**src/shared/sfap_pkg.sv**
```systemverilog
package sfap_pkg;
    localparam int unsigned MCLK_HZ          = 20000000;
    localparam int unsigned SEL_DELAY_US     = 50;
    localparam int unsigned WR_DELAY_MS      = 20;
    localparam int unsigned SEL_DELAY_CYC    = (SEL_DELAY_US * (MCLK_HZ / 1000000));
    localparam int unsigned WR_DELAY_CYC     = (WR_DELAY_MS * (MCLK_HZ / 1000));
    localparam int unsigned SCK_HALF_CYC     = 4;
    localparam int unsigned RSV_BITS         = 6;
    localparam int unsigned PAGE_BITS        = 9;
    localparam int unsigned BYTE_BITS        = 9;
    localparam int unsigned PAGE_MSB_POS     = 17;
    localparam int unsigned BYTE_MSB_POS     = 8;
    localparam int unsigned ADDR_BITS        = 24;
    localparam logic [2:0]  ADDR_BYTES       = 3'h3;
    localparam logic [2:0]  DUMMY_ONE        = 3'h1;
    localparam logic [2:0]  DUMMY_FOUR       = 3'h4;
    localparam logic        MODE_RESET       = 1'h1;

    localparam logic [7:0] OP_READ_CONT  = 8'h0b;
    localparam logic [7:0] OP_BUF_RD_HI  = 8'hd4;
    localparam logic [7:0] OP_PAGE_RD    = 8'hd2;
    localparam logic [7:0] OP_CONT_LEG   = 8'he8;
    localparam logic [7:0] OP_PG_XFER    = 8'h53;
    localparam logic [7:0] OP_BUF_WR     = 8'h84;
    localparam logic [7:0] OP_BLK_ERASE  = 8'h50;
    localparam logic [7:0] OP_SEC_RD     = 8'h77;
    localparam logic [7:0] OP_SEC_ERASE  = 8'h7c;
    localparam logic [7:0] OP_ID_READ    = 8'h9f;
    localparam logic [7:0] OP_DEEP_PD    = 8'hb9;
    localparam logic [7:0] OP_RESUME     = 8'hab;
    localparam logic [7:0] OP_STATUS     = 8'hd7;

    typedef enum logic [1:0] {
        SFAP_KIND_PAGE = 2'h0,
        SFAP_KIND_BUF  = 2'h1,
        SFAP_KIND_BOTH = 2'h2,
        SFAP_KIND_NONE = 2'h3
    } sfap_kind_e;

    function automatic logic sfap_has_addr(input logic [7:0] op);
        return !(op == OP_ID_READ || op == OP_DEEP_PD || op == OP_RESUME || op == OP_STATUS);
    endfunction

    function automatic logic [2:0] sfap_dummy(input logic [7:0] op);
        if (op == OP_READ_CONT || op == OP_BUF_RD_HI) begin
            return DUMMY_ONE;
        end
        if (op == OP_PAGE_RD || op == OP_CONT_LEG) begin
            return DUMMY_FOUR;
        end
        return 3'h0;
    endfunction

    function automatic logic sfap_is_write(input logic [7:0] op);
        return op == 8'h82 || op == 8'h83 || op == 8'h88 || op == OP_BLK_ERASE
            || op == 8'h81 || op == 8'h58 || op == OP_SEC_ERASE || op == OP_BUF_WR;
    endfunction
endpackage

```
**src/shared/sfap_if.sv**
```systemverilog
`timescale 1ns/1ps
`default_nettype none
interface sfap_if;
    logic cs_n;
    logic sck;
    logic si;
    logic so;
    logic so_oe_n;
    modport host (output cs_n, output sck, output si, input so, input so_oe_n);
    modport dev  (input cs_n, input sck, input si, output so, output so_oe_n);
endinterface
`default_nettype wire

```
**src/rtl/sfap_device.sv**
```systemverilog
`timescale 1ns/1ps
`default_nettype none
// Overview of operation
// RULE1: six reserved, nine page, nine byte bits
// RULE2: 0b/d4 one dummy, d2/e8 four
// RULE3: field use depends on opcode
// RULE4: status/id/power opcodes take no address
// RULE5: default to mode 3 after reset
// RULE6: serial output high impedance after reset
// RULE7: command starts only on select fall
// RULE8: idle clock level picks mode per select
// RULE9: ignore everything while reset holds
// RULE10: host waits 50 us before select
// RULE11: no write within 20 ms of power-up
// RULE12: standby state after power-up
// RULE13: opcode then address, msb first
module sfap_device (
    input  wire logic                        i_mclk,
    input  wire logic                        i_sys_rst,
    sfap_if.dev                              bus,
    output logic                             o_cmd_valid,
    output logic [7:0]                       o_opcode,
    output logic [sfap_pkg::PAGE_BITS-1:0]   o_page,
    output logic [sfap_pkg::BYTE_BITS-1:0]   o_byte,
    output logic                             o_mode3,
    output logic                             o_standby,
    output logic                             o_write_ok,
    output logic                             o_write_refused
);
    import sfap_pkg::*;

    typedef enum logic [1:0] {
        SFAP_ST_IDLE  = 2'h0,
        SFAP_ST_OP    = 2'h1,
        SFAP_ST_ADDR  = 2'h2,
        SFAP_ST_DUMMY = 2'h3
    } sfap_st_e;

    typedef struct packed {
        logic [2:0]              cs_s;
        logic [2:0]              sck_s;
        logic [1:0]              si_s;
        sfap_st_e                st;
        logic                    mode3;
        logic [5:0]              bitcnt;
        logic [7:0]              op;
        logic [ADDR_BITS-1:0]    addr;
        logic [2:0]              dummy;
        logic                    valid;
        logic [7:0]              op_out;
        logic [PAGE_BITS-1:0]    page;
        logic [BYTE_BITS-1:0]    byt;
        logic [24:0]             wr_cnt;
        logic                    wr_ok;
        logic                    refused;
    } sfap_dev_s;

    sfap_dev_s s_q;
    sfap_dev_s s_d;
    logic      cs_fall;
    logic      sck_rise;
    logic      shift_bit;
    logic [7:0] op_now;
    logic [ADDR_BITS-1:0] addr_now;

    // ignored fields read as zero, so a stale address never leaks through
    function automatic logic [PAGE_BITS+BYTE_BITS-1:0] sfap_fields(
        input logic [7:0]           op,
        input logic [ADDR_BITS-1:0] a
    );
        logic [PAGE_BITS-1:0] pg;
        logic [BYTE_BITS-1:0] by;
        pg = a[PAGE_MSB_POS -: PAGE_BITS];
        by = '0;
        // page-only opcodes fall to the default and drop the byte field
        case (op)
            OP_BUF_WR, OP_BUF_RD_HI, 8'hd1: begin
                pg = '0;
                by = a[BYTE_MSB_POS -: BYTE_BITS];
            end
            OP_BLK_ERASE: begin
                pg = {a[PAGE_MSB_POS -: 5], 4'h0};
            end
            OP_SEC_RD, OP_SEC_ERASE: begin
                pg = '0;
            end
            8'h03, 8'h82, OP_READ_CONT, OP_PAGE_RD, OP_CONT_LEG: begin
                by = a[BYTE_MSB_POS -: BYTE_BITS];
            end
            default: begin
                by = '0;
            end
        endcase
        return {pg, by}; // RULE3
    endfunction

    always_comb begin
        s_d         = s_q;
        s_d.cs_s    = {s_q.cs_s[1:0], bus.cs_n};
        s_d.sck_s   = {s_q.sck_s[1:0], bus.sck};
        s_d.si_s    = {s_q.si_s[0], bus.si};
        s_d.valid   = 1'b0;
        s_d.refused = 1'b0;
        cs_fall     = s_q.cs_s[2] && !s_q.cs_s[1]; // RULE7
        sck_rise    = !s_q.sck_s[2] && s_q.sck_s[1];
        shift_bit   = s_q.si_s[1];
        op_now      = {s_q.op[6:0], shift_bit}; // RULE13
        addr_now    = {s_q.addr[ADDR_BITS-2:0], shift_bit};
        // full delay always, never shortened for tests
        if (s_q.wr_cnt != WR_DELAY_CYC[24:0]) begin
            s_d.wr_cnt = s_q.wr_cnt + 25'h1; // RULE11
        end else begin
            s_d.wr_ok = 1'b1;
        end
        // a frame cut by select rising is simply dropped
        if (s_q.cs_s[1]) begin
            s_d.st = SFAP_ST_IDLE;
        end else if (cs_fall) begin
            s_d.mode3  = s_q.sck_s[1]; // RULE8
            s_d.st     = SFAP_ST_OP;
            s_d.bitcnt = 6'h0;
        end else if (sck_rise) begin
            case (s_q.st)
                SFAP_ST_OP: begin
                    s_d.op     = op_now;
                    s_d.bitcnt = s_q.bitcnt + 6'h1;
                    if (s_q.bitcnt == 6'h7) begin
                        s_d.bitcnt = 6'h0;
                        if (sfap_has_addr(op_now)) begin
                            s_d.st = SFAP_ST_ADDR;
                        end else begin
                            s_d.st     = SFAP_ST_IDLE; // RULE4
                            s_d.valid  = 1'b1;
                            s_d.op_out = op_now;
                            s_d.page   = '0;
                            s_d.byt    = '0;
                        end
                    end
                end
                SFAP_ST_ADDR: begin
                    s_d.addr   = addr_now;
                    s_d.bitcnt = s_q.bitcnt + 6'h1;
                    if (s_q.bitcnt == 6'(ADDR_BITS - 1)) begin
                        s_d.bitcnt = 6'h0;
                        s_d.op_out = s_q.op;
                        {s_d.page, s_d.byt} = sfap_fields(s_q.op, addr_now); // RULE1 RULE3
                        s_d.dummy = sfap_dummy(s_q.op); // RULE2
                        if (sfap_dummy(s_q.op) != 3'h0) begin
                            s_d.st = SFAP_ST_DUMMY;
                        end else begin
                            s_d.st = SFAP_ST_IDLE;
                            // refused writes still show their fields
                            if (sfap_is_write(s_q.op) && !s_q.wr_ok) begin
                                s_d.refused = 1'b1; // RULE11
                            end else begin
                                s_d.valid = 1'b1;
                            end
                        end
                    end
                end
                // stray rises after a finished command are ignored
                SFAP_ST_IDLE: begin
                    s_d.st = SFAP_ST_IDLE;
                end
                // dummy bytes are counted, never stored
                SFAP_ST_DUMMY: begin
                    s_d.bitcnt = s_q.bitcnt + 6'h1;
                    if (s_q.bitcnt[2:0] == 3'h7) begin
                        s_d.dummy = s_q.dummy - 3'h1;
                        if (s_q.dummy == 3'h1) begin
                            s_d.st    = SFAP_ST_IDLE;
                            s_d.valid = 1'b1;
                        end
                    end
                end
                default: begin
                    s_d.st = SFAP_ST_IDLE;
                end
            endcase
        end
    end

    always_ff @(posedge i_mclk) begin
        if (i_sys_rst) begin
            s_q       <= '0; // RULE9
            // select sync resets low: a select held low through reset is no edge
            s_q.sck_s <= 3'h7;
            s_q.mode3 <= MODE_RESET; // RULE5
            s_q.st    <= SFAP_ST_IDLE; // RULE12
        end else begin
            s_q <= s_d;
        end
    end

    // no read path here, so the output stays released
    assign bus.so          = 1'b0;
    assign bus.so_oe_n     = 1'b1; // RULE6
    assign o_cmd_valid     = s_q.valid;
    assign o_opcode        = s_q.op_out;
    assign o_page          = s_q.page;
    assign o_byte          = s_q.byt;
    assign o_mode3         = s_q.mode3;
    assign o_standby       = (s_q.st == SFAP_ST_IDLE); // RULE12
    assign o_write_ok      = s_q.wr_ok;
    assign o_write_refused = s_q.refused;
endmodule
`default_nettype wire

```
**src/flat_wrapper.sv**
```systemverilog
// flat-port wrapper written by rule: the top's interface ports become plain ports
module sfap_device_flat import sfap_pkg::*;
  (i_mclk, i_sys_rst, o_cmd_valid, o_opcode, o_page, o_byte, o_mode3, o_standby, o_write_ok, o_write_refused, bus_cs_n, bus_sck, bus_si, bus_so, bus_so_oe_n);
  sfap_if bus_i ();
  input  wire logic i_mclk;
  input  wire logic i_sys_rst;
  output logic o_cmd_valid;
  output logic [7:0] o_opcode;
  output logic [sfap_pkg::PAGE_BITS-1:0] o_page;
  output logic [sfap_pkg::BYTE_BITS-1:0] o_byte;
  output logic o_mode3;
  output logic o_standby;
  output logic o_write_ok;
  output logic o_write_refused;
  input wire logic [$bits(bus_i.cs_n)-1:0] bus_cs_n;
  input wire logic [$bits(bus_i.sck)-1:0] bus_sck;
  input wire logic [$bits(bus_i.si)-1:0] bus_si;
  output wire logic [$bits(bus_i.so)-1:0] bus_so;
  output wire logic [$bits(bus_i.so_oe_n)-1:0] bus_so_oe_n;
  assign bus_i.cs_n = bus_cs_n;
  assign bus_i.sck = bus_sck;
  assign bus_i.si = bus_si;
  assign bus_so = bus_i.so;
  assign bus_so_oe_n = bus_i.so_oe_n;
  sfap_device u_core (.i_mclk(i_mclk), .i_sys_rst(i_sys_rst), .bus(bus_i), .o_cmd_valid(o_cmd_valid), .o_opcode(o_opcode), .o_page(o_page), .o_byte(o_byte), .o_mode3(o_mode3), .o_standby(o_standby), .o_write_ok(o_write_ok), .o_write_refused(o_write_refused));
endmodule
```
**config.mk**
```make
export PLATFORM = sky130hd
export DESIGN_NAME = sfap_device_flat
export DESIGN_NICKNAME = d
export VERILOG_FILES = /design/src/shared/sfap_pkg.sv /design/src/shared/sfap_if.sv /design/src/rtl/sfap_device.sv /design/src/flat_wrapper.sv
export SDC_FILE = /design/constraint.sdc
export NUM_CORES = 1
export LEC_CHECK = 0
export ABC_AREA = 1
export BUFFER_PORTS_ARGS = -buffer_cell sky130_fd_sc_hd__buf_2
export CAP_MARGIN = 20
export CORE_MARGIN = 3
export CORE_UTILIZATION = 45
export DETAILED_ROUTE_END_ITERATION = 6
export GPL_TIMING_DRIVEN = 0
export PLACE_DENSITY = 0.66
export REMOVE_ABC_BUFFERS = 1
export SLEW_MARGIN = 30
export SYNTH_ARGS = -nofsm -noshare
export SYNTH_HDL_FRONTEND = slang
export SYNTH_SLANG_ARGS = --single-unit
export TNS_END_PERCENT = 20
```
**constraint.sdc**
```tcl
create_clock -name i_mclk -period 1.75 [get_ports i_mclk]
set_input_delay 0.175 -clock i_mclk [delete_from_list [all_inputs] [get_ports i_mclk]]
set_output_delay 0.175 -clock i_mclk [all_outputs]
set_load 0.01 [all_outputs]
```
After elaboration in Yosys (flattened, before gate mapping)
Cells that the tools add are included.
- flip-flop bits (word level): 106
- input port bits: 5
- output and inout bits: 33
- $add $sub $neg: 3
- equality and inequality tests: 36
- multiplexer cells: 51
- bitwise gates (word level): 5
- reductions and logical operators: 38
- operators by type and width (operator ; count):
    $eq 8x8->1 const B ; 13
    $mux 68 ; 1
    $mux 27 ; 2
    $pmux 26 s2 ; 1
    $eq 8x7->1 const B ; 4
    $mux 30 ; 1
    $mux 3 ; 9
    $add 25x1->25 const B ; 1
    $ne 25x19->1 const B ; 1
    $mux 24 ; 1
    $mux 1 ; 19
    $mux 6 ; 3
    $pmux 6 s3 ; 1
    $pmux 9 s2 ; 1
    $logic_or 1x1->1 ; 12
    $mux 2 ; 6
    $ne 3x1->1 const B ; 4
    $ne 2x1->1 const B ; 5
    $reduce_and 5->1 ; 2
    $mux 9 ; 1
    $eq 8x2->1 const B ; 1
    $eq 8x4->1 const B ; 1
    $mux 8 ; 1
    $pmux 2 s4 ; 1
    29 further kinds ; 41

Logic depth before layout (Yosys ltp)
- depth after elaboration: 27
- mapped depth: 12

Least setup slack after synthesis
No wires, ideal clock.
- kind: flip-flop to flip-flop
- start point: register u_core.s_q[96] (netlist name)
- end point: register u_core.s_q, in the netlist u_core.o_opcode[7]
- library setup time: 119 ps
- arrival: 1563 ps
- data required time: 1631 ps
- path slack: 68 ps
- stages on the path, launching flop included: 10
- buffers on the path: 1
- clock period less this slack: 1682 ps
- cell sequence: dfxtp_1 > inv_1 > ha_1 > inv_2 > nor2_4 > inv_2 > clkbuf_1 > nor2_1 > nor3_1 > nor2_2
- word-level cells in the longest chain between the ends: 3
- elaborated cells between the ends (all ways): 8
- those cells by class: 5 x eq/ne; 1 x mux; 2 x reduce/logical
- ends and longest elaborated chain (element ; line ; source):
    start: declaration ; sfap_device.sv:58 ; sfap_dev_s s_q;
    $eq 2x2->1 or $eq 2x1->1 (tied branches) ; sfap_device.sv:123 ; case (s_q.st)
    $ne 2x1->1 (no line) or $reduce_bool 2->1 (tied branches) ; n/a ;
    $reduce_and 7->1 (no line) ; n/a ;
Several ways; a longest one is shown, not always the timed one.
A chain may end at the register's enable or synchronous reset.

Worst setup path in the final report
- start point: register u_core.s_q[90] (netlist name)
- end point: register u_core.s_q, in the netlist u_core.o_byte[3]
- word-level cells in the longest chain between the ends: 3
- elaborated cells between the ends (all ways): 5
- those cells by class: 4 x eq/ne; 1 x reduce/logical
- ends and longest elaborated chain (element ; line):
    $eq 6x5->1 or $eq 6x3->1 (tied branches) ; sfap_device.sv:143, sfap_device.sv:127
    $ne 2x1->1 (no line) ; n/a
    $reduce_and 7->1 (no line) * ; n/a
Every way passes the cells marked *; elsewhere a longest branch is shown, timed or not.

==> impl_metrics.csv <==
group,metric,value,unit
status,status,"finished, final reports clean",
setup_path,criticalPathCategory,"reg -> reg",
power_and_ir_drop,clockPowerShare,45.1,%
place,pre_cts_ws,-0.411,ns
timing,clock_skew,0.00792,ns
synthesis,seq_area_frac_synth,38.2,%
route,topRoutingLayerUsed,"met4",
floorplan,io_pins,38,
timing,whs,0.0130,ns
timing,period_share,99.3,%
cts,htree_levels,3,
route,ant_nets,0,
setup_path,r2r-start,"u_core.s_q[90]$_SDFFE_PP0P_",
power_and_ir_drop,p_sw_share,22.1,%
final_layout,syn_to_final_growth,15.0,%
route,firstDrtPassIters,7,
route,drc,0,
global_routing,grt_pass1_wl,19.7,mm
route,routed_wl,12.3,mm
synthesis,synthesis.area,5190,µm²
final_layout,layout.cells.non_filler,911,
route,m1WireLength,5.63,mm
route,wl_met3,524,µm
place,io_buffers,35,
timing,worst_pin_slew,0.702,ns
power_and_ir_drop,worst_ir_drop_vdd,0.000482,V
final_layout,final_nets,782,
timing,layout_min_cycle_time,1.74,ns
place,placed_cells,876,
cts,clk_pin_slew,0.06,ns
timing,slew_violations,0,
final_layout,fin_util,53.9,%
cts,clk_latency,0.35,ns
timing,finalSetupViolCount,0,
timing,hold_violations,0,
power_and_ir_drop,p_leak,2.37,nW
power_and_ir_drop,seqPwrFrac,51.2,%
cts,postCtsHoldBufs,0,
place,place_hpwl,7.62,mm
setup_path,crit_fanout,5,
floorplan,dieArea,12900,µm²
timing,rsz0062_at_grt,"true",
floorplan,coreArea,11100,µm²
power_and_ir_drop,switching_power,981,µW
power_and_ir_drop,pwr-share-comb,3.7,%
timing,fmax,0.575,GHz
power_and_ir_drop,power.internal,3.46,mW
synthesis,synthCells,758,
route,dr_wl_met2,5.84,mm
synthesis,ys_types,37,
route,via_per_inst,5.13,
floorplan,dieWidth,113,µm
cts,cts.sinks,99,
cts,cts_buffers,9,
route,vias,4675,
global_routing,grt_start_max_net_pins,66,
synthesis,yosys_register_bits,99,
floorplan,die_y,113,µm
worst_hold_path,min_path_type,"in -> reg",
final_layout,layout-drive-gt1-share,20.1,%
timing,fin_ws,0.0123,ns
cts,cts_buffer_depth,2,
final_layout,layout_commonest_cell,"nand2_1",
place,gp_congestion,0.948,
global_routing,grt_pass1_vias,4241,
route,wl_per_cell,13.5,µm
route,drt_iter0_drc,272,
setup_path,crit_path_start_kind,"register",
worst_hold_path,hold_start,"bus_sck",
global_routing,overflow,0,
setup_path,worstSetupEndpointType,"register",
global_routing,antenna_found_initial,0,
setup_path,critPathLaunch,"u_core.s_q[90]$_SDFFE_PP0P_",
timing,slew-limit-headroom,53.2,%
floorplan,num_rows,38,
floorplan,start_util,46.9,%
final_layout,diodes,0,
setup_path,required,2.03,ns
synthesis,avgSynthCellArea,6.85,µm²
cts,cts_tree,"built",
cts,root_buffer,"clkbuf_16",
final_layout,final_cell_mix,"114 x nand2_1, 111 x nor2_1, 89 x inv_1",
setup_path,crit_arrival,2.01,ns
timing,setup_tns,0,ns
global_routing,grt_use_total,18.8,%
run,maxCapViolations,0,
power_and_ir_drop,pwr_density_cell,745,nW/µm²
synthesis,yosys_warnings,0,
## registers in the layout (all words and copies together) (netlist names)
register,count
u_core.o_opcode,8
u_core.o_cmd_valid,1
u_core.s_q,39
u_core.addr_now,18
u_core.o_mode3,1
u_core.s_d,5
u_core.o_write_refused,1
u_core.o_write_ok,1
u_core.o_byte,9
u_core.o_page,9
u_core.op_now,7
## layer usage
metal	GRT usage [%]	vias to the layer above
li1	-	2407
met1	24.0	2149
met2	30.5	99
met3	3.71	20
met4	8.89	0
met5	0	-
## cells in the mapped netlist (all sizes together)
cell | number | area (µm²)
nor2 | 137 | 583
nand2 | 129 | 504
dfxtp | 99 | 1980
inv | 97 | 364
a21oi | 71 | 355
o21ai | 67 | 358
buf | 46 | 334
nand3 | 39 | 208
nand4 | 13 | 81.3
clkbuf | 11 | 41.3
ha | 11 | 138
nor3 | 11 | 55.1
a21boi | 9 | 67.6
or2 | 3 | 18.8
xnor2 | 3 | 26.3
and3 | 2 | 12.5
conb | 2 | 7.51
a31oi | 1 | 6.26
and2 | 1 | 6.26
nand3b | 1 | 7.51
nor3b | 1 | 7.51
o211ai | 1 | 7.51
o21a | 1 | 7.51
o22ai | 1 | 6.26
xor2 | 1 | 8.76
## metrics by stage
step | power [mW] | area, µm²
final | 4.45 | 5970
after global routing | 4.60 | 5970
after CTS | 4.49 | 5650
after detailed placement | 2.47 | 5180
after global placement | 2.47 | 5170
after floorplan | 2.42 | 4820
## power groups by stage
stage | combinational, mW | clock [mW] | sequential [mW]
floorplan | 0.0865 | 0 | 2.33
global placement | 0.132 | 0 | 2.33
detailed placement | 0.134 | 0 | 2.33
CTS | 0.149 | 2.06 | 2.28
global route | 0.183 | 2.14 | 2.28
finish | 0.163 | 2.01 | 2.28
## final timing paths
| path | end | slack [ns] | cells past startpoint |
|---|---|---|---|
| worst max-delay path | u_core.o_byte[3]$_SDFFE_PP0P_ | 0.01 | 12 |
| worst min-delay path | u_core.s_d[101]$_SDFF_PP1_ | 0.01 | 2 |
| worst max register to register | u_core.o_byte[3]$_SDFFE_PP0P_ | 0.01 | 12 |
| worst min register to register | u_core.s_d[105]$_SDFF_PP0_ | 0.40 | 2 |
## area by class of cell
type / instances / area [µm²]
Fill cell: 1057 / 5110
Sequential cell: 99 / 2010
Multi-Input combinational cell: 510 / 2780
Inverter: 97 / 384
Timing Repair Buffer: 49 / 329
Tap cell: 140 / 175
Clock inverter: 4 / 48.8
Clock buffer: 12 / 246
## worst max-delay path, cell delays in order (launching register included)
cell     delay, ns
dfxtp_4       0.37
ha_4          0.15
nand2_4       0.06
nor2_4        0.15
nand2_2       0.11
nand2_4       0.10
nand2_8       0.08
nor2_8        0.19
buf_6         0.16
nand3_2       0.06
nor2_2        0.10
nor2_1        0.05
nor2_1        0.08
## what timing repair did
action | in CTS | in global routing
setup endpoints to repair | 57 | 69
buffers inserted | 5 | 8
gates cloned | 3 | 3
pin swaps | 2 | 21
gates resized for setup | 24 | 71
## kinds of logic after synthesis
| logic type | Yosys count | synth area share [%] |
|---|---|---|
| simple gates | 337 | 28.6 |
| buf+inv | 154 | 14.2 |
| compound gates | 151 | 15.6 |
| flops | 99 | 38.2 |
| fa+ha+maj | 11 | 2.65 |
| xor+xnor | 4 | 0.675 |
| other cells | 2 | 0.145 |
Power figures use the tool's default switching activity.
